[src/rtl/csl_pkg.sv]
// Behaviour
// - a load overwrites every live parameter with the chosen stored set
// - besides three user slots, the default set can be loaded
// - loads only while idle; host must not load during acquisition
// - stored set choice offers user slot 1, 2, 3 and default
// - writing 1 to the fetch command starts copying the chosen set
// - at power-on and after reset the boot set is copied automatically
// - boot set choice names slot 1, 2, 3 or default for startup
// - live storage is volatile and not cleared by reset (reset only drops the valid flag), hence the startup load
package csl_pkg;
  localparam int unsigned CSL_AW = 4;
  localparam int unsigned CSL_DW = 32;
  localparam int unsigned CSL_SET_W = 2;
  // register offsets (byte addresses)
  localparam logic [CSL_AW-1:0] CSL_OFF_CHOICE = 4'h0;
  localparam logic [CSL_AW-1:0] CSL_OFF_FETCH  = 4'h4;
  localparam logic [CSL_AW-1:0] CSL_OFF_BOOT   = 4'h8;
  localparam logic [CSL_AW-1:0] CSL_OFF_STATUS = 4'hC;
  // set codes
  localparam logic [CSL_SET_W-1:0] CSL_SET_USER1 = 2'h0;
  localparam logic [CSL_SET_W-1:0] CSL_SET_USER2 = 2'h1;
  localparam logic [CSL_SET_W-1:0] CSL_SET_USER3 = 2'h2;
  localparam logic [CSL_SET_W-1:0] CSL_SET_DFLT  = 2'h3;
  localparam logic [CSL_SET_W-1:0] CSL_CHOICE_RST = CSL_SET_USER1;
  localparam logic [CSL_SET_W-1:0] CSL_BOOT_RST   = CSL_SET_DFLT;
  localparam logic [CSL_DW-1:0]    CSL_FETCH_GO   = 32'h0000_0001;
  // status bit positions
  localparam int unsigned CSL_ST_BUSY = 0;
  localparam int unsigned CSL_ST_DONE = 1;
  localparam int unsigned CSL_ST_REJ  = 2;
  localparam int unsigned CSL_ST_SET  = 4;
  typedef enum logic [1:0] {CSL_IDLE, CSL_COPY} csl_state_type;
endpackage

[src/rtl/csl_loader.sv]
`timescale 1ns/1ps
module csl_loader #(
  parameter int unsigned NPAR = 16,
  parameter int unsigned PW   = 16
) (
  // clock and reset
  input  wire logic                           clk_i,
  input  wire logic                           sys_rst_i,
  // register port
  input  wire logic [csl_pkg::CSL_AW-1:0]     reg_addr_i,
  input  wire logic [csl_pkg::CSL_DW-1:0]     reg_wdata_i,
  input  wire logic                           reg_wr_i,
  input  wire logic                           reg_rd_i,
  output logic      [csl_pkg::CSL_DW-1:0]     reg_rdata_o,
  // acquisition status pin
  input  wire logic                           acq_active_i,
  // stored set memory, one-cycle read latency
  output logic      [csl_pkg::CSL_SET_W-1:0]  nv_set_o,
  output logic      [$clog2(NPAR)-1:0]        nv_idx_o,
  input  wire logic [PW-1:0]                  nv_data_i,
  // live parameter read port
  input  wire logic [$clog2(NPAR)-1:0]        live_idx_i,
  output logic      [PW-1:0]                  live_data_o,
  output logic                                live_valid_o
);
  import csl_pkg::*;
  localparam int unsigned IW = $clog2(NPAR);
  localparam logic [IW-1:0] LAST_IDX = IW'(NPAR - 1);

  logic                 acq_s;
  logic [PW-1:0]        live_mem [NPAR];
  csl_state_type        state_r, state_nxt;
  logic [CSL_SET_W-1:0] choice_r, choice_nxt;
  logic [CSL_SET_W-1:0] boot_r, boot_nxt;
  logic [CSL_SET_W-1:0] cur_r, cur_nxt;
  logic [IW-1:0]        idx_r, idx_nxt;
  logic                 rd_pend_r, rd_pend_nxt;
  logic [IW-1:0]        wr_idx_r, wr_idx_nxt;
  logic                 boot_pend_r, boot_pend_nxt;
  logic                 valid_r, valid_nxt;
  logic                 done_r, done_nxt;
  logic                 rej_r, rej_nxt;
  logic [CSL_DW-1:0]    rdata_nxt;
  logic                 fetch_req;
  logic                 start_boot;
  logic                 start_user;
  logic                 copy_end;
  logic [PW-1:0]        live_data_nxt;

  csl_sync u_acq_sync (
    .clk_i     (clk_i),
    .sys_rst_i (sys_rst_i),
    .d_i       (acq_active_i),
    .q_o       (acq_s)
  );

  assign fetch_req = reg_wr_i && (reg_addr_i == CSL_OFF_FETCH)
    && (reg_wdata_i == CSL_FETCH_GO);

  // startup copy first; either start needs an idle engine and a quiet pin
  assign start_boot = (state_r == CSL_IDLE) && boot_pend_r && !acq_s;
  assign start_user = (state_r == CSL_IDLE) && !boot_pend_r && fetch_req && !acq_s;
  assign copy_end   = rd_pend_r && (wr_idx_r == LAST_IDX);

  // selector registers
  // boot choice is volatile here; keeping it over power loss is outside
  always_comb begin
    choice_nxt = choice_r;
    boot_nxt   = boot_r;
    // 2-bit field covers all four sets, so any write is legal
    if (reg_wr_i && reg_addr_i == CSL_OFF_CHOICE) begin
      choice_nxt = reg_wdata_i[CSL_SET_W-1:0];
    end
    if (reg_wr_i && reg_addr_i == CSL_OFF_BOOT) begin
      boot_nxt = reg_wdata_i[CSL_SET_W-1:0];
    end
  end

  always_ff @(posedge clk_i or posedge sys_rst_i) begin
    if (sys_rst_i) begin
      choice_r <= CSL_CHOICE_RST;
      boot_r   <= CSL_BOOT_RST;
    end else begin
      choice_r <= choice_nxt;
      boot_r   <= boot_nxt;
    end
  end

  // copy engine, one index per cycle
  always_comb begin
    state_nxt     = state_r;
    cur_nxt       = cur_r;
    idx_nxt       = idx_r;
    rd_pend_nxt   = 1'b0;
    wr_idx_nxt    = idx_r;
    boot_pend_nxt = boot_pend_r;
    case (state_r)
      CSL_IDLE: begin
        // startup load waits for a quiet pin too
        if (start_boot) begin
          cur_nxt       = boot_r;
          boot_pend_nxt = 1'b0;
          idx_nxt       = '0;
          state_nxt     = CSL_COPY;
        end else if (start_user) begin
          cur_nxt   = choice_r;
          idx_nxt   = '0;
          state_nxt = CSL_COPY;
        end
      end
      CSL_COPY: begin
        rd_pend_nxt = 1'b1;
        if (idx_r == LAST_IDX) begin
          state_nxt = CSL_IDLE;
        end else begin
          idx_nxt = idx_r + 1'b1;
        end
      end
      default: state_nxt = CSL_IDLE;
    endcase
  end

  always_ff @(posedge clk_i or posedge sys_rst_i) begin
    if (sys_rst_i) begin
      state_r     <= CSL_IDLE;
      cur_r       <= CSL_SET_DFLT;
      idx_r       <= '0;
      rd_pend_r   <= 1'b0;
      wr_idx_r    <= '0;
      boot_pend_r <= 1'b1;
    end else begin
      state_r     <= state_nxt;
      cur_r       <= cur_nxt;
      idx_r       <= idx_nxt;
      rd_pend_r   <= rd_pend_nxt;
      wr_idx_r    <= wr_idx_nxt;
      boot_pend_r <= boot_pend_nxt;
    end
  end

  // status flags
  always_comb begin
    valid_nxt = valid_r;
    done_nxt  = done_r;
    rej_nxt   = rej_r;
    if (copy_end) begin
      done_nxt  = 1'b1;
      valid_nxt = 1'b1;
    end
    // a start in the closing cycle wins: the storage is about to change
    if (start_boot || start_user) begin
      done_nxt  = 1'b0;
      valid_nxt = 1'b0;
    end
    // refused while the pin is busy or a copy runs; a startup start drops it silently
    if (start_user) begin
      rej_nxt = 1'b0;
    end else if (fetch_req && !start_boot) begin
      rej_nxt = 1'b1;
    end
  end

  always_ff @(posedge clk_i or posedge sys_rst_i) begin
    if (sys_rst_i) begin
      valid_r <= 1'b0;
      done_r  <= 1'b0;
      rej_r   <= 1'b0;
    end else begin
      valid_r <= valid_nxt;
      done_r  <= done_nxt;
      rej_r   <= rej_nxt;
    end
  end

  // read data, zero outside the cycle after a read strobe
  always_comb begin
    rdata_nxt = '0;
    if (reg_rd_i) begin
      case (reg_addr_i)
        CSL_OFF_CHOICE: rdata_nxt[CSL_SET_W-1:0] = choice_r;
        CSL_OFF_BOOT:   rdata_nxt[CSL_SET_W-1:0] = boot_r;
        CSL_OFF_STATUS: begin
          rdata_nxt[CSL_ST_BUSY] = (state_r == CSL_COPY) || rd_pend_r;
          rdata_nxt[CSL_ST_DONE] = done_r;
          rdata_nxt[CSL_ST_REJ]  = rej_r;
          rdata_nxt[CSL_ST_SET +: CSL_SET_W] = cur_r;
        end
        default: rdata_nxt = '0;
      endcase
    end
  end

  always_ff @(posedge clk_i or posedge sys_rst_i) begin
    if (sys_rst_i) begin
      reg_rdata_o <= '0;
    end else begin
      reg_rdata_o <= rdata_nxt;
    end
  end

  // memory array has no reset; valid flag marks it stale
  always_ff @(posedge clk_i) begin
    if (rd_pend_r) begin
      live_mem[wr_idx_r] <= nv_data_i;
    end
  end

  // live read port
  always_comb begin
    live_data_nxt = live_mem[live_idx_i];
  end

  always_ff @(posedge clk_i or posedge sys_rst_i) begin
    if (sys_rst_i) begin
      live_data_o <= '0;
    end else begin
      live_data_o <= live_data_nxt;
    end
  end

  assign nv_set_o     = cur_r;
  assign nv_idx_o     = idx_r;
  assign live_valid_o = valid_r;
endmodule // csl_loader

[src/rtl/csl_sync.sv]
`timescale 1ns/1ps
module csl_sync (
  // clock and reset
  input  wire logic clk_i,
  input  wire logic sys_rst_i,
  // level
  input  wire logic d_i,
  output logic      q_o
);
  logic meta_r;
  logic meta_nxt;
  logic q_nxt;

  always_comb begin
    meta_nxt = d_i;
    q_nxt    = meta_r;
  end

  // resets to busy: a startup copy must not slip in before the pin is really seen
  always_ff @(posedge clk_i or posedge sys_rst_i) begin
    if (sys_rst_i) begin
      meta_r <= 1'b1;
      q_o    <= 1'b1;
    end else begin
      meta_r <= meta_nxt;
      q_o    <= q_nxt;
    end
  end
endmodule // csl_sync
[config.mk]
export PLATFORM = sky130hd
export DESIGN_NAME = csl_loader
export DESIGN_NICKNAME = d
export VERILOG_FILES = /design/src/rtl/csl_pkg.sv /design/src/rtl/csl_loader.sv /design/src/rtl/csl_sync.sv
export SDC_FILE = /design/constraint.sdc
export NUM_CORES = 1
export LEC_CHECK = 0
export ABC_AREA = 1
export BUFFER_PORTS_ARGS = -buffer_cell sky130_fd_sc_hd__buf_2
export CAP_MARGIN = 20
export CELL_PAD_IN_SITES_DETAIL_PLACEMENT = 0
export CELL_PAD_IN_SITES_GLOBAL_PLACEMENT = 1
export CORE_MARGIN = 2
export CORE_UTILIZATION = 48
export DETAILED_ROUTE_END_ITERATION = 12
export PLACE_DENSITY_LB_ADDON = 0.1
export SLEW_MARGIN = 25
export SYNTH_ARGS = -nofsm -noshare
export SYNTH_HDL_FRONTEND = slang
export SYNTH_SLANG_ARGS = --single-unit
[constraint.sdc]
create_clock -name clk_i -period 2.81 [get_ports clk_i]
set_input_delay 0 -clock clk_i [delete_from_list [all_inputs] [get_ports clk_i]]
set_output_delay 0 -clock clk_i [all_outputs]
set_load 0.01 [all_outputs]
* Word-level counts from Yosys, hierarchy flattened *
Memory sizes are Yosys's and may differ from the RTL's. A register that Yosys moved wholly into a read port is not among the register bits.
Cells that the tools add are included.

storage, ports and cells
  latch bits = 0
  memory bits (read-only) = 0
  memories = 1
  logic and storage cells = 72
  memory bits (writable) = 256
  bits of input ports = 61
  output and inout bits = 55
  register bits = 54

memory list
  memory    words  width  read ports  clocked after Yosys merged registers in  wr ports  RTL line          RTL
  live_mem  16     16     1           1                                        1         csl_loader.sv:31  logic [PW-1:0] live_mem [NPAR];

cells by class
  div/mod/pow operators = 0
  equal/unequal tests = 10
  muxes and demuxes = 21
  order comparisons = 0
  add/sub/neg operators = 1
  reduce and logical (&&, ||, !) cells = 26
  multipliers = 0
  shifts and indexed selects = 0
  bitwise logic cells = 0

operators with widths
  cell                   count
  $eq A32 B1 Y1 const B  1
  $eq A4 B4 Y1 const B   4
  $mux W2                6
  $mux W4                3
  $logic_and A1 B1 Y1    11
  $mux W1                8
  $pmux W4 S2            1
  $reduce_bool A2 Y1     4
  $mux W6                1
  $pmux W2 S3            1
  $reduce_and A2 Y1      3
  $add A4 B1 Y4 const B  1
  $eq A4 B3 Y1 const B   1
  $logic_not A4 Y1       1
  $ne A2 B2 Y1 const B   2
  $pmux W2 S2            1
  $logic_not A1 Y1       3
  $ne A3 B3 Y1 const B   1
  $reduce_and A3 Y1      1
  $eq A2 B1 Y1 const B   1
  $logic_not A2 Y1       1
  $logic_or A1 B1 Y1     2

* Depth between registers and ports, before layout *
  word-level depth = 8
  depth in mapped cells = 10
  mapped depth without buffers = 9

* By module *
Synthesis repeated with hierarchy kept, for this count alone.

second synthesis, totals
  cell total of the unflattened synthesis = 954
  area, all modules = 11900.2 µm²

by module, submodules not included
  module      cells each  sequential area each (µm²)  instances  area each (µm²)
  csl_loader  951         8694.6                      1          11843.9
  csl_sync    3           52.6                        1          56.3

* Least setup slack after synthesis *
Ideal clock, no wire load.

  path type = reg2reg
  start = register rd_pend_r
  end = memory live_mem[0][0] (enable)
  data required time = 2401 ps
  stages on the path, launching flop included = 3
  path buffers = 0
  library setup time = 409 ps
  clock period less this slack = 2150 ps
  slack = 660 ps
  data arrival time = 1741 ps
  path through = dfrtp_1 clkinv_1 nor3_1

between the ends
  longest elaborated chain between the ends = 2

ends and longest elaborated chain
  what                           RTL line           RTL
  start, declared                csl_loader.sv:37   logic rd_pend_r, rd_pend_nxt;
  start signal, assigned         csl_loader.sv:135  rd_pend_r <= rd_pend_nxt;
  $mux W1                        csl_loader.sv:203  if (rd_pend_r) begin
  $mux W1 (not written as such)  csl_loader.sv:204  live_mem[wr_idx_r] <= nv_data_i;
  end, declared                  csl_loader.sv:31

Every way passes these cells.

* Worst setup path in the final report *
  start = input reg_addr_i[1] (netlist bit)
  end = register reg_rdata_o[1] (netlist bit)

between the ends
  longest elaborated chain between the ends = 3
  elaborated cells on any way between the ends = 5
  those cells by class = 2 x eq/ne; 2 x mux; 1 x reduce/logical

ends and longest elaborated chain
  what                                                     RTL line           RTL
  start, declared                                          csl_loader.sv:10   input wire logic [csl_pkg::CSL_AW-1:0] reg_addr_i,
  $eq A4 B4 Y1 / $logic_not A4 Y1 (equally long branches)  csl_loader.sv:179  case (reg_addr_i)
  $pmux W2 S3 (*)                                          csl_loader.sv:179
  $mux W6 (*)                                              csl_loader.sv:178  if (reg_rd_i) begin
  named net rdata_nxt[1]                                   csl_loader.sv:43   logic [CSL_DW-1:0] rdata_nxt;
  end signal, assigned                                     csl_loader.sv:197  reg_rdata_o <= rdata_nxt;
  end, declared                                            csl_loader.sv:14   output logic [csl_pkg::CSL_DW-1:0] reg_rdata_o,

Mark *: on every way through the listed nets, which the timed path passes. The rest lies on a longest branch.
A chain may end at the register's enable or synchronous reset.

==> qor.csv <==
metric;value;unit
Worst Slack Setup Final;368;ps
fin crit period;2440;ps
Final TNS setup;0;ps
Critical Path RT;3300;ps
die width;161;um
Yosys cell types;25;
async set or reset register ratio after synthesis;14.1;%
final core area utilization;57.8;%
post-cts gate resize count;0;
Worst Hold Path Cells;5;
Slew Viols, Final;0;
Register-to-Register Path Depth;3;
Peak VDD IR;0.000407;V
fin crit share;86.9;%
Starting Density;48.9;%
GRT overflow;0;
Clock Pin Slew Worst Setup and Hold Paths;60;ps
FP Rows;57;
top cells by count, synth;edfxtp_1 (256), nor2_1 (230), o21ai_0 (119);
Starting DRT DRC Count;594;
worst-path maximum fanout;3;
Max clock buf depth;3;
Final nets;1156;
GPL Wtd Cong;0.813;
Crit Path Category;in2reg;
initial antenna violation count;0;
Most common cell on crit path;dlygate4sd3_1;
Global Route Usage Sum;23.2;%
largest stage delay on the critical path;600;ps
Worst setup SP type;input pin;
flops & latches, synth;298;
detailed placement HPWL;17900;um
CTS buffer count;31;
# H-tree levels;1;
DRT Wirelength;29600;um
Setup-failing EPs final;0;
Core ar.;24300;sq um
Worst Skew;11.9;ps
synth warn;0;
first-pass GRT wire length;45400;um
ant diodes;0;
CP Data Arrival Time;2930;ps
Cell Pwr Density;652;nW/um^2
Placement Setup Slack;769;ps
Hold WC Path Type;in2reg;
CTS Hold Buffers Added;39;
most common cell in the netlist;edfxtp_1;
post-synthesis to final-layout area growth;18.2;%
CP Capture Type;flip-flop;
area of the mapped netlist;11900;sq um
final hold vios;0;
DRC errors left;0;
Die Ht;161;um
CTS tree;yes;
Port Buf Inserts;88;
Synth top area share;64.6;%
Power Total;9.17;mW
share of layout cells above drive strength 1;16.9;%
hold slack;49.7;ps
Syn Area/Cell;12.5;sq um
status;finished clean;
Routed WL per cell;20.5;um
Post-DRT Antenna Nets;0;
dominant synthesized flop cell;edfxtp_1;
Max-cap violations;0;
clock root cell;clkbuf_16;
area leader, netlist;edfxtp_1;
routed vias/inst;5.32;
f_max;409;MHz
RSZ-0062 raised after global routing;no;
slowest CP cell;dlygate4sd3_1;
worst-path cell chain;dlygate4sd3_1, buf_2, nor2_1, dlygate4sd3_1, nand3_1, dlygate4sd3_1, inv_1, nand2_1, o211ai_1, nand2_1, dlygate4sd3_1, inv_1;
postcts setup bufs;0;
drt first pass iters;5;
# IOs;116;
vias;7676;
Post-synth EDFFs;256;
synthesized instance count;953;
Synth area leaders;edfxtp_1 (65%), dfrtp_1 (7.4%), nor2_1 (7.3%);
Slew HR;37.7;%
# clock sinks;298;
Leak;5.04;nW
largest net degree at the start of global routing;93;
clock latency on the worst-skew pair;550;ps
vias in the first global route;7676;
Seq/Total Area, Yosys;73.5;%
die area;26100;sq um
Worst Tran Pin Value;935;ps
-- cells by family after synthesis --
logic type / Yosys count / synth area share (%)
and+or+nand+nor: 330 / 11.0
DFF: 298 / 73.5
AOI/OAI and AO/OA: 216 / 10.5
buffers and inverters: 105 / 4.68
xor gates and xnor gates: 2 / 0.147
adders and majority gates: 1 / 0.105
other: 1 / 0.0315
-- registers in the layout, indices dropped and copies added, names as in the netlist --
| register | flops |
|---|---|
| state_r | 1 |
| live_data_o | 16 |
| choice_r | 2 |
| boot_r | 2 |
| nv_idx_o | 4 |
| rej_r | 1 |
| u_acq_sync.meta_r | 1 |
| boot_pend_r | 1 |
| u_acq_sync.q_o | 1 |
| live_mem | 256 |
| rd_pend_r | 1 |
| reg_rdata_o | 5 |
| nv_set_o | 2 |
| done_r | 1 |
| wr_idx_r | 4 |
-- worst max-delay path: cells and delay by family --
kind,cells,cell delay [ps]
compound gates,1,80
buf+inv,7,2540
simple gates,4,300
-- routing by layer --
| metal | vias up | global-route usage [%] | share of wire, % | wire, um |
|---|---|---|---|---|
| met4 | 0 | 5.97 | 2.2 | 663 |
| met2 | 181 | 41.1 | 51 | 15200 |
| met5 | - | 0 | 0 | 0 |
| met3 | 41 | 3.06 | 4.4 | 1300 |
| met1 | 3811 | 30.2 | 42 | 12400 |
| li1 | 3643 | - | - | - |
-- final timing paths --
path,from,endpoint,slack [ps]
min,live_idx_i[1],live_data_o[15],50
max in group asynchronous,sys_rst_i,nv_idx_o[3],2140
max,reg_addr_i[1],reg_rdata_o[1],370
max reg2reg,rd_pend_r,live_mem[9][14],860
min reg2reg,u_acq_sync.meta_r,u_acq_sync.q_o,360
min in group asynchronous,sys_rst_i,live_data_o[7],130
-- final cells by class --
class	count	area [sq um]
repair buffers	160	1130
inverters	27	105
fillers	2004	10300
well taps	324	405
multi-input cells	576	2750
clock buffers	44	835
flip-flops and latches	298	8750
clock inverters	13	87.6
-- power by group --
group          internal, mW  total (mW)  switching [mW]
Sequential             4.85        4.88          0.0270
Clock                  2.14        3.74            1.60
Combinational         0.189       0.555           0.366
Total                  7.18        9.17            1.99
-- through the flow --
step | std cells | instance area (sq um)
floorplan | 979 | 12000
global placement | 1346 | 12800
detailed placement | 1346 | 12800
CTS | 1442 | 14100
global route | 1442 | 14100
finish | 1442 | 14100
-- cell usage in the layout, fill, tap and decap left out, types with 2 or more instances in the layout --
master	count
nand4_1	7
nor2_2	8
edfxtp_1	256
xor2_1	2
o21ai_0	119
buf_2	86
conb_1	27
o21ai_1	30
or2_2	2
dfstp_2	7
clkinv_2	8
nand3_1	29
dlygate4sd3_1	39
nor2_1	222
clkbuf_16	31
dfrtp_1	35
buf_12	4
nand2_1	52
o211ai_1	66
clkinv_1	7
buf_4	31
clkbuf_1	12
nor3_2	8
inv_1	22
(Power assumes the default switching activity.)
